==> config.mk <==
export PLATFORM = sky130hd
export DESIGN_NAME = mmts_top
export DESIGN_NICKNAME = d
export VERILOG_FILES = /design/src/hw/mmts_top.v /design/src/hw/mmts_down_counter.v
export VERILOG_INCLUDE_DIRS = /design/src /design/src/hw
export SDC_FILE = /design/constraint.sdc
export NUM_CORES = 1
export LEC_CHECK = 0
export ABC_AREA = 1
export BUFFER_PORTS_ARGS = -buffer_cell sky130_fd_sc_hd__buf_2
export CORE_ASPECT_RATIO = 0.7
export CORE_MARGIN = 8
export CORE_UTILIZATION = 45
export DETAILED_ROUTE_END_ITERATION = 7
export HOLD_SLACK_MARGIN = 0.03
export PLACE_DENSITY = 0.65
export SETUP_SLACK_MARGIN = 0.2
export SYNTH_ARGS = -nofsm -noshare
export SYNTH_HDL_FRONTEND = slang
export SYNTH_HIERARCHICAL = 1
export SYNTH_SLANG_ARGS = --single-unit
==> constraint.sdc <==
create_clock -name mclk -period 8.3 [get_ports mclk]
set_input_delay 0.415 -clock mclk [delete_from_list [all_inputs] [get_ports mclk]]
set_output_delay 0.415 -clock mclk [all_outputs]
set_load 0.02 [all_outputs]
==> src/hw/mmts_defs.vh <==
`ifndef MMTS_DEFS_VH
`define MMTS_DEFS_VH
// Wide timer mode field encodings
`define MMTS_MODE_TIMER 2'h0
`define MMTS_MODE_PULSE 2'h1
`define MMTS_MODE_EVENT 2'h2
`define MMTS_MODE_WIDTH 2'h3
// Wide timer B modes
`define MMTS_BMODE_TIMER 2'h0
`define MMTS_BMODE_PERIOD 2'h1
`define MMTS_BMODE_EVENT 2'h2
`define MMTS_BMODE_HL 2'h3
// Prescaler select: phi/8, /16, /32, /64
`define MMTS_DIV8 2'h0
`define MMTS_DIV16 2'h1
`define MMTS_DIV32 2'h2
`define MMTS_DIV64 2'h3
// Narrow source select
`define MMTS_NSRC_DIV8 2'h0
`define MMTS_NSRC_DIV16 2'h1
`define MMTS_NSRC_SCS 2'h2
`define MMTS_NSRC_CASC 2'h3
// Write target codes
`define MMTS_WSEL_A 3'h0
`define MMTS_WSEL_B 3'h1
`define MMTS_WSEL_N1 3'h2
`define MMTS_WSEL_N2 3'h3
`define MMTS_WSEL_N3 3'h4
// Reset values and prescaler width
`define MMTS_WIDE_RST 16'hffff
`define MMTS_NARROW_RST 8'hff
`define MMTS_PRESC_W 6
`endif

==> src/hw/mmts_top.v <==
// Contract
// - Timer A counts special clock or phi/8..64
// - Pulse mode toggles pin A at underflow
// - Pulse output starts high if edge 0
// - Event mode counts selected edge of pin A
// - Width mode counts only while level matches
// - Write control A: latch only or both
// - Pin A request on selected edge
// - Timer B is 16-bit, four modes
// - Timer B counts phi/8..64, or pin B edges in event mode
// - Timer B toggles pin in timer mode when output enabled
// - Period mode: edge reloads and requests
// - Capture pre-reload count until low byte is read
// - Period mode: edge 0 falling, 1 rising
// - Timer B event mode counts selected edge
// - HL mode: both edges reload and request
// - Write control B: latch only or both
// - Three 8-bit timers, independent sources
// - Narrow write control for timers 1,2
// - Narrow toggle from timer 1 or 2
// - Underflow reloads, continues, sets request
// - Count stop halts timer A
`include "mmts_defs.vh"
`timescale 1ns/10ps
`default_nettype none
module mmts_top (
   // Clock, reset, enable
   input wire mclk,
   input wire nrst,
   input wire ce,
   // Count sources and pins
   input wire special_count_source_clock,
   input wire event_pin_a,
   input wire event_pin_b,
   // Timer A configuration
   input wire [1:0] mode_a,
   input wire [1:0] div_sel_a,
   input wire use_special_a,
   input wire edge_select_a,
   input wire write_ctrl_a,
   input wire count_stop_a,
   // Timer B configuration
   input wire [1:0] mode_b,
   input wire [1:0] div_sel_b,
   input wire edge_select_b,
   input wire write_ctrl_b,
   input wire out_ctrl_b,
   // Narrow configuration
   input wire [1:0] src_sel_n1,
   input wire [1:0] src_sel_n2,
   input wire [1:0] src_sel_n3,
   input wire narrow_write_ctrl,
   input wire narrow_out_ctrl,
   input wire narrow_factor_sel,
   input wire narrow_edge,
   // Byte access port
   input wire wr_strobe,
   input wire rd_strobe,
   input wire [2:0] acc_sel,
   input wire acc_high,
   input wire [7:0] wr_data,
   output reg [7:0] rd_data_reg,
   // Pin drives
   output reg event_a_out_reg,
   output reg event_a_oe_reg,
   output reg wide_b_toggle_output,
   output reg event_b_oe_reg,
   output reg narrow_toggle_reg,
   // Interrupt request pulses
   output reg irq_a_reg,
   output reg irq_b_reg,
   output reg irq_n1_reg,
   output reg irq_n2_reg,
   output reg irq_n3_reg,
   output reg irq_pin_a_reg,
   output reg irq_pin_b_reg
);
////////////////////////////////////////////////////////////////////////////////
   reg rst_s1_reg;
   reg rst_n_reg;
   always @(posedge mclk or negedge nrst)
   begin
      if (!nrst)
      begin
         rst_s1_reg <= 1'b0;
         rst_n_reg <= 1'b0;
      end
      else
      begin
         rst_s1_reg <= 1'b1;
         rst_n_reg <= rst_s1_reg;
      end
   end
////////////////////////////////////////////////////////////////////////////////
   // Pin synchronisers; the last stage feeds edge detection
   reg [2:0] sync1_reg;
   reg [2:0] sync2_reg;
   reg [2:0] prev_reg;
   always @(posedge mclk or negedge rst_n_reg)
   begin
      if (!rst_n_reg)
      begin
         sync1_reg <= 3'h0;
         sync2_reg <= 3'h0;
         prev_reg <= 3'h0;
      end
      else if (ce)
      begin
         sync1_reg <= {special_count_source_clock, event_pin_b, event_pin_a};
         sync2_reg <= sync1_reg;
         prev_reg <= sync2_reg;
      end
   end
   wire a_lvl = sync2_reg[0];
   wire b_lvl = sync2_reg[1];
   wire a_rise = sync2_reg[0] & ~prev_reg[0];
   wire a_fall = ~sync2_reg[0] & prev_reg[0];
   wire b_rise = sync2_reg[1] & ~prev_reg[1];
   wire b_fall = ~sync2_reg[1] & prev_reg[1];
   wire scs_tick = sync2_reg[2] & ~prev_reg[2];
////////////////////////////////////////////////////////////////////////////////
   // Shared prescaler; a tick is the wrap of the selected bit
   reg [`MMTS_PRESC_W-1:0] presc_reg;
   always @(posedge mclk or negedge rst_n_reg)
   begin
      if (!rst_n_reg)
         presc_reg <= 6'h00;
      else if (ce)
         presc_reg <= presc_reg + 6'h01;
   end
   wire div8 = (presc_reg[2:0] == 3'h7);
   wire div16 = (presc_reg[3:0] == 4'hf);
   wire div32 = (presc_reg[4:0] == 5'h1f);
   wire div64 = (presc_reg == 6'h3f);
   function divsel;
      input [1:0] s;
      input d8, d16, d32, d64;
      begin
         case (s)
            `MMTS_DIV8: divsel = d8;
            `MMTS_DIV16: divsel = d16;
            `MMTS_DIV32: divsel = d32;
            default: divsel = d64;
         endcase
      end
   endfunction
////////////////////////////////////////////////////////////////////////////////
   // Write and read decode
   wire wr_a = wr_strobe && (acc_sel == `MMTS_WSEL_A);
   wire wr_b = wr_strobe && (acc_sel == `MMTS_WSEL_B);
   wire [7:0] lo_a;
   wire [7:0] lo_b;
   reg [7:0] lo_a_reg;
   reg [7:0] lo_b_reg;
   // Low byte is staged; the counter is written when the high byte lands
   wire wr_a_full = wr_a && acc_high;
   wire wr_b_full = wr_b && acc_high;
   assign lo_a = lo_a_reg;
   assign lo_b = lo_b_reg;
////////////////////////////////////////////////////////////////////////////////
   // Timer A
   wire [15:0] cnt_a;
   wire [15:0] lat_a;
   wire uf_a;
   reg tick_a;
   always @*
   begin
      tick_a = 1'b0;
      case (mode_a)
         `MMTS_MODE_EVENT: tick_a = edge_select_a ? a_fall : a_rise;
         `MMTS_MODE_WIDTH: tick_a = (use_special_a ? scs_tick
            : divsel(div_sel_a, div8, div16, div32, div64))
            && (a_lvl ^ edge_select_a);
         default: tick_a = use_special_a ? scs_tick
            : divsel(div_sel_a, div8, div16, div32, div64);
      endcase
      if (count_stop_a)
         tick_a = 1'b0;
   end
   mmts_down_counter #(.W(16)) u_wide_a (
      .mclk(mclk), .rst_n(rst_n_reg), .ce(ce),
      .tick(tick_a), .force_reload(1'b0),
      .wr(wr_a_full), .latch_only(write_ctrl_a), .wdata({wr_data, lo_a}),
      .count_reg(cnt_a), .latch_reg(lat_a), .underflow(uf_a)
   );
////////////////////////////////////////////////////////////////////////////////
   // Timer B
   wire [15:0] cnt_b;
   wire [15:0] lat_b;
   wire uf_b;
   wire b_meas = (mode_b == `MMTS_BMODE_PERIOD) || (mode_b == `MMTS_BMODE_HL);
   wire b_edge = (mode_b == `MMTS_BMODE_HL) ? (b_rise | b_fall)
      : (edge_select_b ? b_rise : b_fall);
   wire meas_b = b_meas && b_edge;
   wire tick_b = (mode_b == `MMTS_BMODE_EVENT) ? (edge_select_b ? b_fall : b_rise)
      : divsel(div_sel_b, div8, div16, div32, div64);
   mmts_down_counter #(.W(16)) u_wide_b (
      .mclk(mclk), .rst_n(rst_n_reg), .ce(ce),
      .tick(tick_b), .force_reload(meas_b),
      .wr(wr_b_full), .latch_only(write_ctrl_b), .wdata({wr_data, lo_b}),
      .count_reg(cnt_b), .latch_reg(lat_b), .underflow(uf_b)
   );
////////////////////////////////////////////////////////////////////////////////
   // Narrow timers; source 3 cascades from the previous timer's underflow
   wire [23:0] cnt_n;
   wire [2:0] uf_n;
   wire [2:0] casc = {uf_n[1], uf_n[0], uf_b};
   wire [5:0] src_n = {src_sel_n3, src_sel_n2, src_sel_n1};
   genvar gi;
   generate
      for (gi = 0; gi < 3; gi = gi + 1)
      begin : g_narrow
         wire [1:0] s = src_n[2*gi+1:2*gi];
         wire t = (s == `MMTS_NSRC_DIV8) ? div8
            : (s == `MMTS_NSRC_DIV16) ? div16
            : (s == `MMTS_NSRC_SCS) ? scs_tick : casc[gi];
         // Timer 3 has no latch-only option
         wire lo = (gi < 2) ? narrow_write_ctrl : 1'b0;
         localparam [31:0] SEL_FULL = `MMTS_WSEL_N1 + gi;
         wire [2:0] sel = SEL_FULL[2:0];
         mmts_down_counter #(.W(8)) u_narrow (
            .mclk(mclk), .rst_n(rst_n_reg), .ce(ce),
            .tick(t), .force_reload(1'b0),
            .wr(wr_strobe && (acc_sel == sel)),
            .latch_only(lo), .wdata(wr_data),
            .count_reg(cnt_n[8*gi+7:8*gi]), .latch_reg(), .underflow(uf_n[gi])
         );
      end
   endgenerate
////////////////////////////////////////////////////////////////////////////////
   // Capture, snapshot, outputs
   reg [15:0] cap_b_reg;
   reg cap_valid_reg;
   reg [7:0] snap_lo_reg;
   reg pulse_a_mode_q;
   reg out_b_q;
   reg nout_q;
   wire pulse_a = (mode_a == `MMTS_MODE_PULSE);
   wire tog_b = (mode_b == `MMTS_BMODE_TIMER) && out_ctrl_b;
   wire [15:0] rd_b = cap_valid_reg ? cap_b_reg : cnt_b;
   wire uf_sel = narrow_factor_sel ? uf_n[1] : uf_n[0];
   always @(posedge mclk or negedge rst_n_reg)
   begin
      if (!rst_n_reg)
      begin
         lo_a_reg <= 8'h00;
         lo_b_reg <= 8'h00;
         cap_b_reg <= 16'h0000;
         cap_valid_reg <= 1'b0;
         snap_lo_reg <= 8'h00;
         rd_data_reg <= 8'h00;
         pulse_a_mode_q <= 1'b0;
         out_b_q <= 1'b0;
         nout_q <= 1'b0;
         event_a_out_reg <= 1'b0;
         event_a_oe_reg <= 1'b0;
         wide_b_toggle_output <= 1'b0;
         event_b_oe_reg <= 1'b0;
         narrow_toggle_reg <= 1'b0;
         irq_a_reg <= 1'b0;
         irq_b_reg <= 1'b0;
         irq_n1_reg <= 1'b0;
         irq_n2_reg <= 1'b0;
         irq_n3_reg <= 1'b0;
         irq_pin_a_reg <= 1'b0;
         irq_pin_b_reg <= 1'b0;
      end
      else if (ce)
      begin
         if (wr_a && !acc_high)
            lo_a_reg <= wr_data;
         if (wr_b && !acc_high)
            lo_b_reg <= wr_data;
         // Capture wins over a read in the same cycle
         if (meas_b)
         begin
            cap_b_reg <= cnt_b;
            cap_valid_reg <= 1'b1;
         end
         else if (rd_strobe && acc_sel == `MMTS_WSEL_B && !acc_high)
            cap_valid_reg <= 1'b0;
         if (rd_strobe)
         begin
            case (acc_sel)
               `MMTS_WSEL_A:
               begin
                  rd_data_reg <= acc_high ? cnt_a[15:8] : snap_lo_reg;
                  if (acc_high)
                     snap_lo_reg <= cnt_a[7:0];
               end
               `MMTS_WSEL_B:
               begin
                  rd_data_reg <= acc_high ? rd_b[15:8] : snap_lo_reg;
                  if (acc_high)
                     snap_lo_reg <= rd_b[7:0];
               end
               `MMTS_WSEL_N1: rd_data_reg <= cnt_n[7:0];
               `MMTS_WSEL_N2: rd_data_reg <= cnt_n[15:8];
               `MMTS_WSEL_N3: rd_data_reg <= cnt_n[23:16];
               default: rd_data_reg <= 8'h00;
            endcase
         end
         // Toggle outputs restart at their start level when enabled
         pulse_a_mode_q <= pulse_a;
         out_b_q <= tog_b;
         nout_q <= narrow_out_ctrl;
         event_a_oe_reg <= pulse_a;
         if (pulse_a && !pulse_a_mode_q)
            event_a_out_reg <= ~edge_select_a;
         else if (pulse_a && uf_a)
            event_a_out_reg <= ~event_a_out_reg;
         event_b_oe_reg <= tog_b;
         if (tog_b && !out_b_q)
            wide_b_toggle_output <= ~edge_select_b;
         else if (tog_b && uf_b)
            wide_b_toggle_output <= ~wide_b_toggle_output;
         if (narrow_out_ctrl && !nout_q)
            narrow_toggle_reg <= ~narrow_edge;
         else if (narrow_out_ctrl && uf_sel)
            narrow_toggle_reg <= ~narrow_toggle_reg;
         irq_a_reg <= uf_a;
         irq_b_reg <= uf_b;
         irq_n1_reg <= uf_n[0];
         irq_n2_reg <= uf_n[1];
         irq_n3_reg <= uf_n[2];
         irq_pin_a_reg <= edge_select_a ? a_fall : a_rise;
         irq_pin_b_reg <= b_meas ? b_edge : (edge_select_b ? b_fall : b_rise);
      end
   end
endmodule // mmts_top
`default_nettype wire

==> src/hw/mmts_down_counter.v <==
`timescale 1ns/10ps
`default_nettype none
// Down counter with reload latch; underflow reloads from the latch.
module mmts_down_counter #(
   parameter W = 8
) (
   // Clock and control
   input wire mclk,
   input wire rst_n,
   input wire ce,
   // Count and reload
   input wire tick,
   input wire force_reload,
   // Write side
   input wire wr,
   input wire latch_only,
   input wire [W-1:0] wdata,
   // State
   output reg [W-1:0] count_reg,
   output reg [W-1:0] latch_reg,
   output wire underflow
);
   assign underflow = tick && (count_reg == {W{1'b0}});

   always @(posedge mclk or negedge rst_n)
   begin
      if (!rst_n)
      begin
         count_reg <= {W{1'b1}};
         latch_reg <= {W{1'b1}};
      end
      else if (ce)
      begin
         if (wr)
            latch_reg <= wdata;
         if (wr && !latch_only)
            count_reg <= wdata;
         else if (underflow || force_reload)
            count_reg <= (wr ? wdata : latch_reg);
         else if (tick)
            count_reg <= count_reg - {{(W-1){1'b0}}, 1'b1};
      end
   end
endmodule // mmts_down_counter
`default_nettype wire

=== After elaboration in Yosys (flattened, before gate mapping) ===
Index checks and enable logic that the tools add are counted.

* Bits of input ports: 45
* Register bits: 191
* Word-level logic and storage cells: 217

* Equality and inequality tests: 26
* Reduce and logical (&&, ||, !) cells: 75
* Bitwise gates (word level): 18
* Muxes and demuxes: 57
* Add/sub/neg operators: 6

{| class="wikitable"
|+ Operators with widths
! kind !! count
|-
| 16-bit 2-to-1 mux || 9
|-
| 8-bit 2-to-1 mux || 15
|-
| 8-bit case mux with 5 select lines || 1
|-
| 16-bit logical NOT || 2
|-
| 16-bit by 1-bit subtractor with 16-bit output (second input constant) || 2
|-
| 1-bit logical AND || 29
|-
| 1-bit 2-to-1 mux || 28
|-
| 2-bit AND reduction || 14
|-
| 8-bit logical NOT || 3
|-
| 8-bit by 1-bit subtractor with 8-bit output (second input constant) || 3
|-
| 2-bit == test (second input constant) || 9
|-
| 8-bit case mux with 2 select lines || 1
|-
| 3-bit nonzero test || 5
|-
| 2-bit by 1-bit == test with 1-bit output (second input constant) || 7
|-
| 2-bit logical NOT || 6
|-
| 1-bit NOT || 11
|-
| 2-bit nonzero test || 5
|-
| 1-bit logical NOT || 7
|-
| 6-bit by 1-bit adder with 6-bit output (second input constant) || 1
|-
| 3-bit by 2-bit == test with 1-bit output (second input constant) || 2
|-
| 3-bit == test (second input constant) || 2
|-
| 6-bit == test (second input constant) || 1
|-
| 1-bit case mux with 3 select lines || 2
|-
| 1-bit bitwise AND || 5
|-
| 10 further kinds || 12
|}

=== Longest topological paths before layout ===
* Word-level depth: 19
* Depth in mapped cells: 36
* Mapped depth without buffers: 36

=== By module ===
The synthesis kept the hierarchy.

{| class="wikitable"
|+ Modules (own cells, without submodules)
! module !! cells each !! seq. area each (sq um) !! instances !! area each (sq um)
|-
| mmts_down_counter at u_wide_a ... || 338 || 840.8 || 2 || 2260.9
|-
| mmts_top || 575 || 1976.9 || 1 || 4282.9
|-
| mmts_down_counter at g_narrow[0].u_narrow ... || 168 || 420.4 || 3 || 1188.6
|}

=== Least setup slack after synthesis ===
Ideal clock, no wire load.

* Path kind: flip-flop to flip-flop
* From: reg presc_reg[0]
* To: reg g_narrow[2].u_narrow.count_reg[5]
* Setup slack: 4447 ps
* Library setup time: 75 ps
* Arrival time: 3777 ps
* Stages on the path, launching flop included: 37
* Clock period less this slack: 3853 ps
* Cell sequence: dfrtp_1 > ha_1 > nand3_1 > inv_1 > ha_1 > o21a_1 > nand2_1 > nand2_1 > o21ai_0 > o21ai_0 > nand4_1 > nor4_1 > inv_1 > a21oi_1 > o21ai_0 > nand2_1 > inv_1 > nor2_1 > nand2_1 > nor2_1 > o21ai_0 > o21ai_0 > inv_1 > nor2_1 > nand2_1 > nor2_1 > a211oi_1 > nor2_1 > nand2_1 > nor2_4 > nand2_4 > nand2_4 > inv_4 > nand2_1 > nand3_1 > nand2_1 > nand2_1

* Cells in the longest elaborated chain, start to end: 18

{| class="wikitable"
|+ Ends and longest elaborated chain
! item !! RTL line !! source
|-
| start: declaration || mmts_top.v:123 || <nowiki>reg [`MMTS_PRESC_W-1:0] presc_reg;</nowiki>
|-
| start signal: assignment || mmts_top.v:129 || <nowiki>presc_reg <= presc_reg + 6'h01;</nowiki>
|-
| 6-bit == test (tied with other cells) || mmts_top.v:134 || <nowiki>wire div64 = (presc_reg == 6'h3f);</nowiki>
|-
| 1-bit case mux with 3 select lines (*) || mmts_top.v:139 || <nowiki>case (s)</nowiki>
|-
| 1-bit 2-to-1 mux (*) || mmts_top.v:195 || <nowiki>wire tick_b = (mode_b == `MMTS_BMODE_EVENT) ? (edge_select_b ? b_fall : b_rise)</nowiki>
|-
| named net tick_b || mmts_top.v:195 ||
|-
| 1-bit logical AND (*) || mmts_down_counter.v:23 || <nowiki>assign underflow = tick && (count_reg == {W{1'b0}});</nowiki>
|-
| named net casc[0] || mmts_top.v:207 || <nowiki>wire [2:0] casc = {uf_n[1], uf_n[0], uf_b};</nowiki>
|-
| 1-bit 2-to-1 mux (*) || mmts_top.v:216 || <nowiki>: (s == `MMTS_NSRC_SCS) ? scs_tick : casc[gi];</nowiki>
|-
| 1-bit 2-to-1 mux (*) || mmts_top.v:215 || <nowiki>: (s == `MMTS_NSRC_DIV16) ? div16</nowiki>
|-
| [... 1 more ...] || - ||
|-
| named net g_narrow[0].t || mmts_top.v:214 || <nowiki>wire t = (s == `MMTS_NSRC_DIV8) ? div8</nowiki>
|-
| [... 1 more ...] || - ||
|-
| named net casc[1] || mmts_top.v:207 ||
|-
| [... 3 more ...] || - ||
|-
| named net g_narrow[1].t || mmts_top.v:214 ||
|-
| [... 1 more ...] || - ||
|-
| named net casc[2] || mmts_top.v:207 ||
|-
| 1-bit 2-to-1 mux (*) || mmts_top.v:216 ||
|-
| 1-bit 2-to-1 mux (*) || mmts_top.v:215 ||
|-
| 1-bit 2-to-1 mux (*) || mmts_top.v:214 ||
|-
| named net g_narrow[2].t || mmts_top.v:214 ||
|-
| 1-bit logical AND || mmts_down_counter.v:23 ||
|-
| 3-bit nonzero test (no line) or 8-bit 2-to-1 mux (tied branches) || - ||
|-
| 2-bit AND reduction (no line) or 8-bit 2-to-1 mux (tied branches) || - ||
|-
| end signal: assignment || mmts_down_counter.v:29 || <nowiki>count_reg <= {W{1'b1}};</nowiki>
|-
| end signal: assignment || mmts_down_counter.v:37 || <nowiki>count_reg <= wdata;</nowiki>
|-
| end signal: assignment || mmts_down_counter.v:39 || <nowiki>count_reg <= (wr ? wdata : latch_reg);</nowiki>
|-
| end: declaration || mmts_down_counter.v:19 || <nowiki>output reg [W-1:0] count_reg,</nowiki>
|}

The timed path passes the listed nets; every way through them passes the cells marked *.
A chain may end at the register's enable or synchronous reset.

=== Worst setup path after layout ===
* From: reg presc_reg[0]
* To: reg g_narrow[2].u_narrow.count_reg[2]

The elaborated chain is that of the path after synthesis.

==> key figures <==
Outcome
  • Status: finished, final reports clean

Setup path
  • Critical Path AT: 5380 ps
  • Crit-path max FO: 14
  • Worst stage delay on the critical path: 390 ps
  • Slowest-stage cell, CP: dfrtp_1
  • CP Launch Type: flop
  • Endpoint class of the critical path: flop
  • Kind of critical path: reg -> reg
  • Worst Path Required: 8680 ps

Synthesis
  • Syn Inst Count: 1755
  • Mapped Area: 12400 µm²
  • Synth cell types: 48
  • Synth Warn #: 6
  • #FFs+latches synth: 191
  • Post-Syn Area per Cell: 7.05 µm²
  • Sequential share of the synthesized area: 39.8%

Place
  • Detail Placement HPWL: 25700 µm
  • DP Worst Slack: 3400 ps
  • Placed Cells: 2137
  • IO buf count: 64
  • GPL Wtd Cong: 0.874

Cells and area
  • Synth-to-layout area growth: 8.72%
  • Commonest cells after routing, fill and taps aside: 556 x nand2_1, 220 x nor2_1, 156 x inv_1, 156 x o21ai_0, 112 x dfstp_2
  • Share of cells above drive strength 1: 19.6%
  • Final nets: 1851
  • Ant diodes: 0
  • Most common cell after layout, fill and taps aside: nand2_1
  • Fin cells: 2170

Routing
  • Via count: 11300
  • Pre-antenna DRT Iters: 5
  • DR vias/cell: 5.22
  • Drc violations: 0
  • Post-DRT Antenna Nets: 0
  • Final wirelength: 35600 µm
  • Iteration-0 DRC count of the detailed router: 1244
  • Wire per inst: 16.4 µm

Floorplan
  • I/O pin count: 65
  • DIE HEIGHT: 155 µm
  • Initial Utilization: 46.0%
  • Chip width: 214 µm
  • Core area: 26900 µm²
  • Cell row count: 50
  • Die footprint: 33100 µm²

Clock network
  • CTS Buf Count: 17
  • Root Driver: clkbuf_16
  • Clock sink total: 191
  • Clk buf depth: 2
  • CTS tree: done
  • Latest clock arrival within the worst-skew pair: 460 ps
  • Clock-pin slew on the worst setup and hold paths: 70 ps
  • H-tree depth: 4

GRT
  • First-pass GRT wire length: 56900 µm
  • Initial antenna violation count: 2
  • Overflow after GRT: 0
  • Vias in the first global route: 10200
  • Largest net degree at the start of global routing: 82
  • GRT Overall Usage: 21.4%

Run
  • Max Cap Viol: 0

Power
  • Lkg Pwr: 6.42 nW
  • Peak VDD IR: 0.000154 V
  • PwrDens: 247 nW/µm²
  • Total chip power: 3.32 mW

STA
  • Setup Skew: 11.2 ps
  • Setup violators final: 0
  • Max_slew headroom: 21.3%
  • Period minus WS final: 5000 ps
  • Final Worst Setup Slack: 3310 ps
  • Least-Margin Pin Slew: 1180 ps
  • FMAX: 200 MHz
  • Period utilization: 60.2%
  • RSZ-0062 raised after global routing: no
  • Setup TNS: 0 ps
  • Final hold vios: 0
  • Slew Limit Fails: 0

Hold path
  • Worst hold-check path type: in -> reg
cell families after synthesis:
kind of cell             after synthesis  synth area share (%)
AO/OA/AOI/OAI                        270                  11.8
XOR/XNOR                              24                  1.70
adder cells (fa/ha/maj)               13                  1.31
buffers and inverters                255                  9.17
flip-flops                           191                  39.8
multiplexers                          19                  1.54
other                                  2                0.0607
AND/OR/NAND/NOR                      981                  34.6
report_power, final:
part	leakage (nW)	switching, mW	internal [mW]
sequential	2.16	0.244	1.26
clock	0.280	0.405	0.424
combinational	3.99	0.639	0.345
cell usage after synthesis, drive strengths merged:
master  count  area, µm²
nand4      12       75.1
nand2     583       2310
nor3        7       62.6
a211oi      1       7.51
ha         13        163
o211ai     14        120
nor4        4       40.0
o21bai      4       30.0
or2         1       6.26
dfrtp      79       1980
clkbuf     23       86.3
o21a        2       15.0
o21ai     185        926
nor2      268       1200
nand3     102        566
o31ai       1       7.51
buf        36        293
xnor2      10       87.6
inv       192        733
a21oi      60        338
conb        2       7.51
xor2       14        123
mux2i      19        190
a31oi       3       18.8
nand3b      4       30.0
dfstp     112       2940
clkinv      4       22.5
layout make-up:
cell class / instances / area (µm²)
Clock buffer: 17 / 425
Clock inverter: 15 / 148
Fill cell: 2720 / 13500
Inverter: 196 / 756
Multi-Input combinational cell: 1314 / 6350
Sequential cell: 191 / 4920
Tap cell: 364 / 455
Timing Repair Buffer: 73 / 393
metal layers:
| layer | track usage (%) | share of wire (%) | vias up |
|---|---|---|---|
| li1 | - | - | 5623 |
| met1 | 32.6 | 51 | 5335 |
| met2 | 29.2 | 40 | 347 |
| met3 | 5.98 | 8.0 | 29 |
| met4 | 4.66 | 1.2 | 4 |
| met5 | 0 | 0.051 | - |
worst max-delay path, delay by kind of cell (launching register included):
kind / cells / cell delay [ps]
and+or+nand+nor: 15 / 2020
AOI/OAI and AO/OA: 10 / 1350
buffers and inverters: 6 / 790
DFF: 1 / 390
adders and majority gates: 2 / 360
stage by stage:
| step | hold slack [ps] | util, % | instance area, µm² |
|---|---|---|---|
| floorplan | 119 | - | 12400 |
| global placement | 203 | 47.8 | 12900 |
| detailed placement | 205 | 47.8 | 12900 |
| CTS | 153 | 50.0 | 13400 |
| global route | 175 | 50.0 | 13400 |
| finish | 170 | 50.0 | 13400 |
repair_timing:
action	CTS	global route
hold endpoints to repair	2	0
hold buffers	1	0
endpoints found under the setup margin	0	0
setup buffers	0	0
gates resized for setup	0	0
path summary, 6_finish.rpt:
check                                                                     end  cells after the start  slack (ps)                     start
worst max-delay path            g_narrow[2].u_narrow/count_reg[2]$_DFFE_PN1P_                     33        3310  presc_reg[0]$_DFFE_PN0P_
worst min-delay path                                 sync1_reg[0]$_DFFE_PN0P_                      3         170               event_pin_a
worst max register to register  g_narrow[2].u_narrow/count_reg[2]$_DFFE_PN1P_                     33        3310  presc_reg[0]$_DFFE_PN0P_
worst min register to register                            lo_a[3]$_DFFE_PN0P_                      0         280       rst_n_reg$_DFF_PN0_
max in group asynchronous                            cap_b_reg[0]$_DFFE_PN0P_                      2        5670       rst_n_reg$_DFF_PN0_
min in group asynchronous                                 rst_n_reg$_DFF_PN0_                      2         270                      nrst
Power figures use the tool's default switching activity.
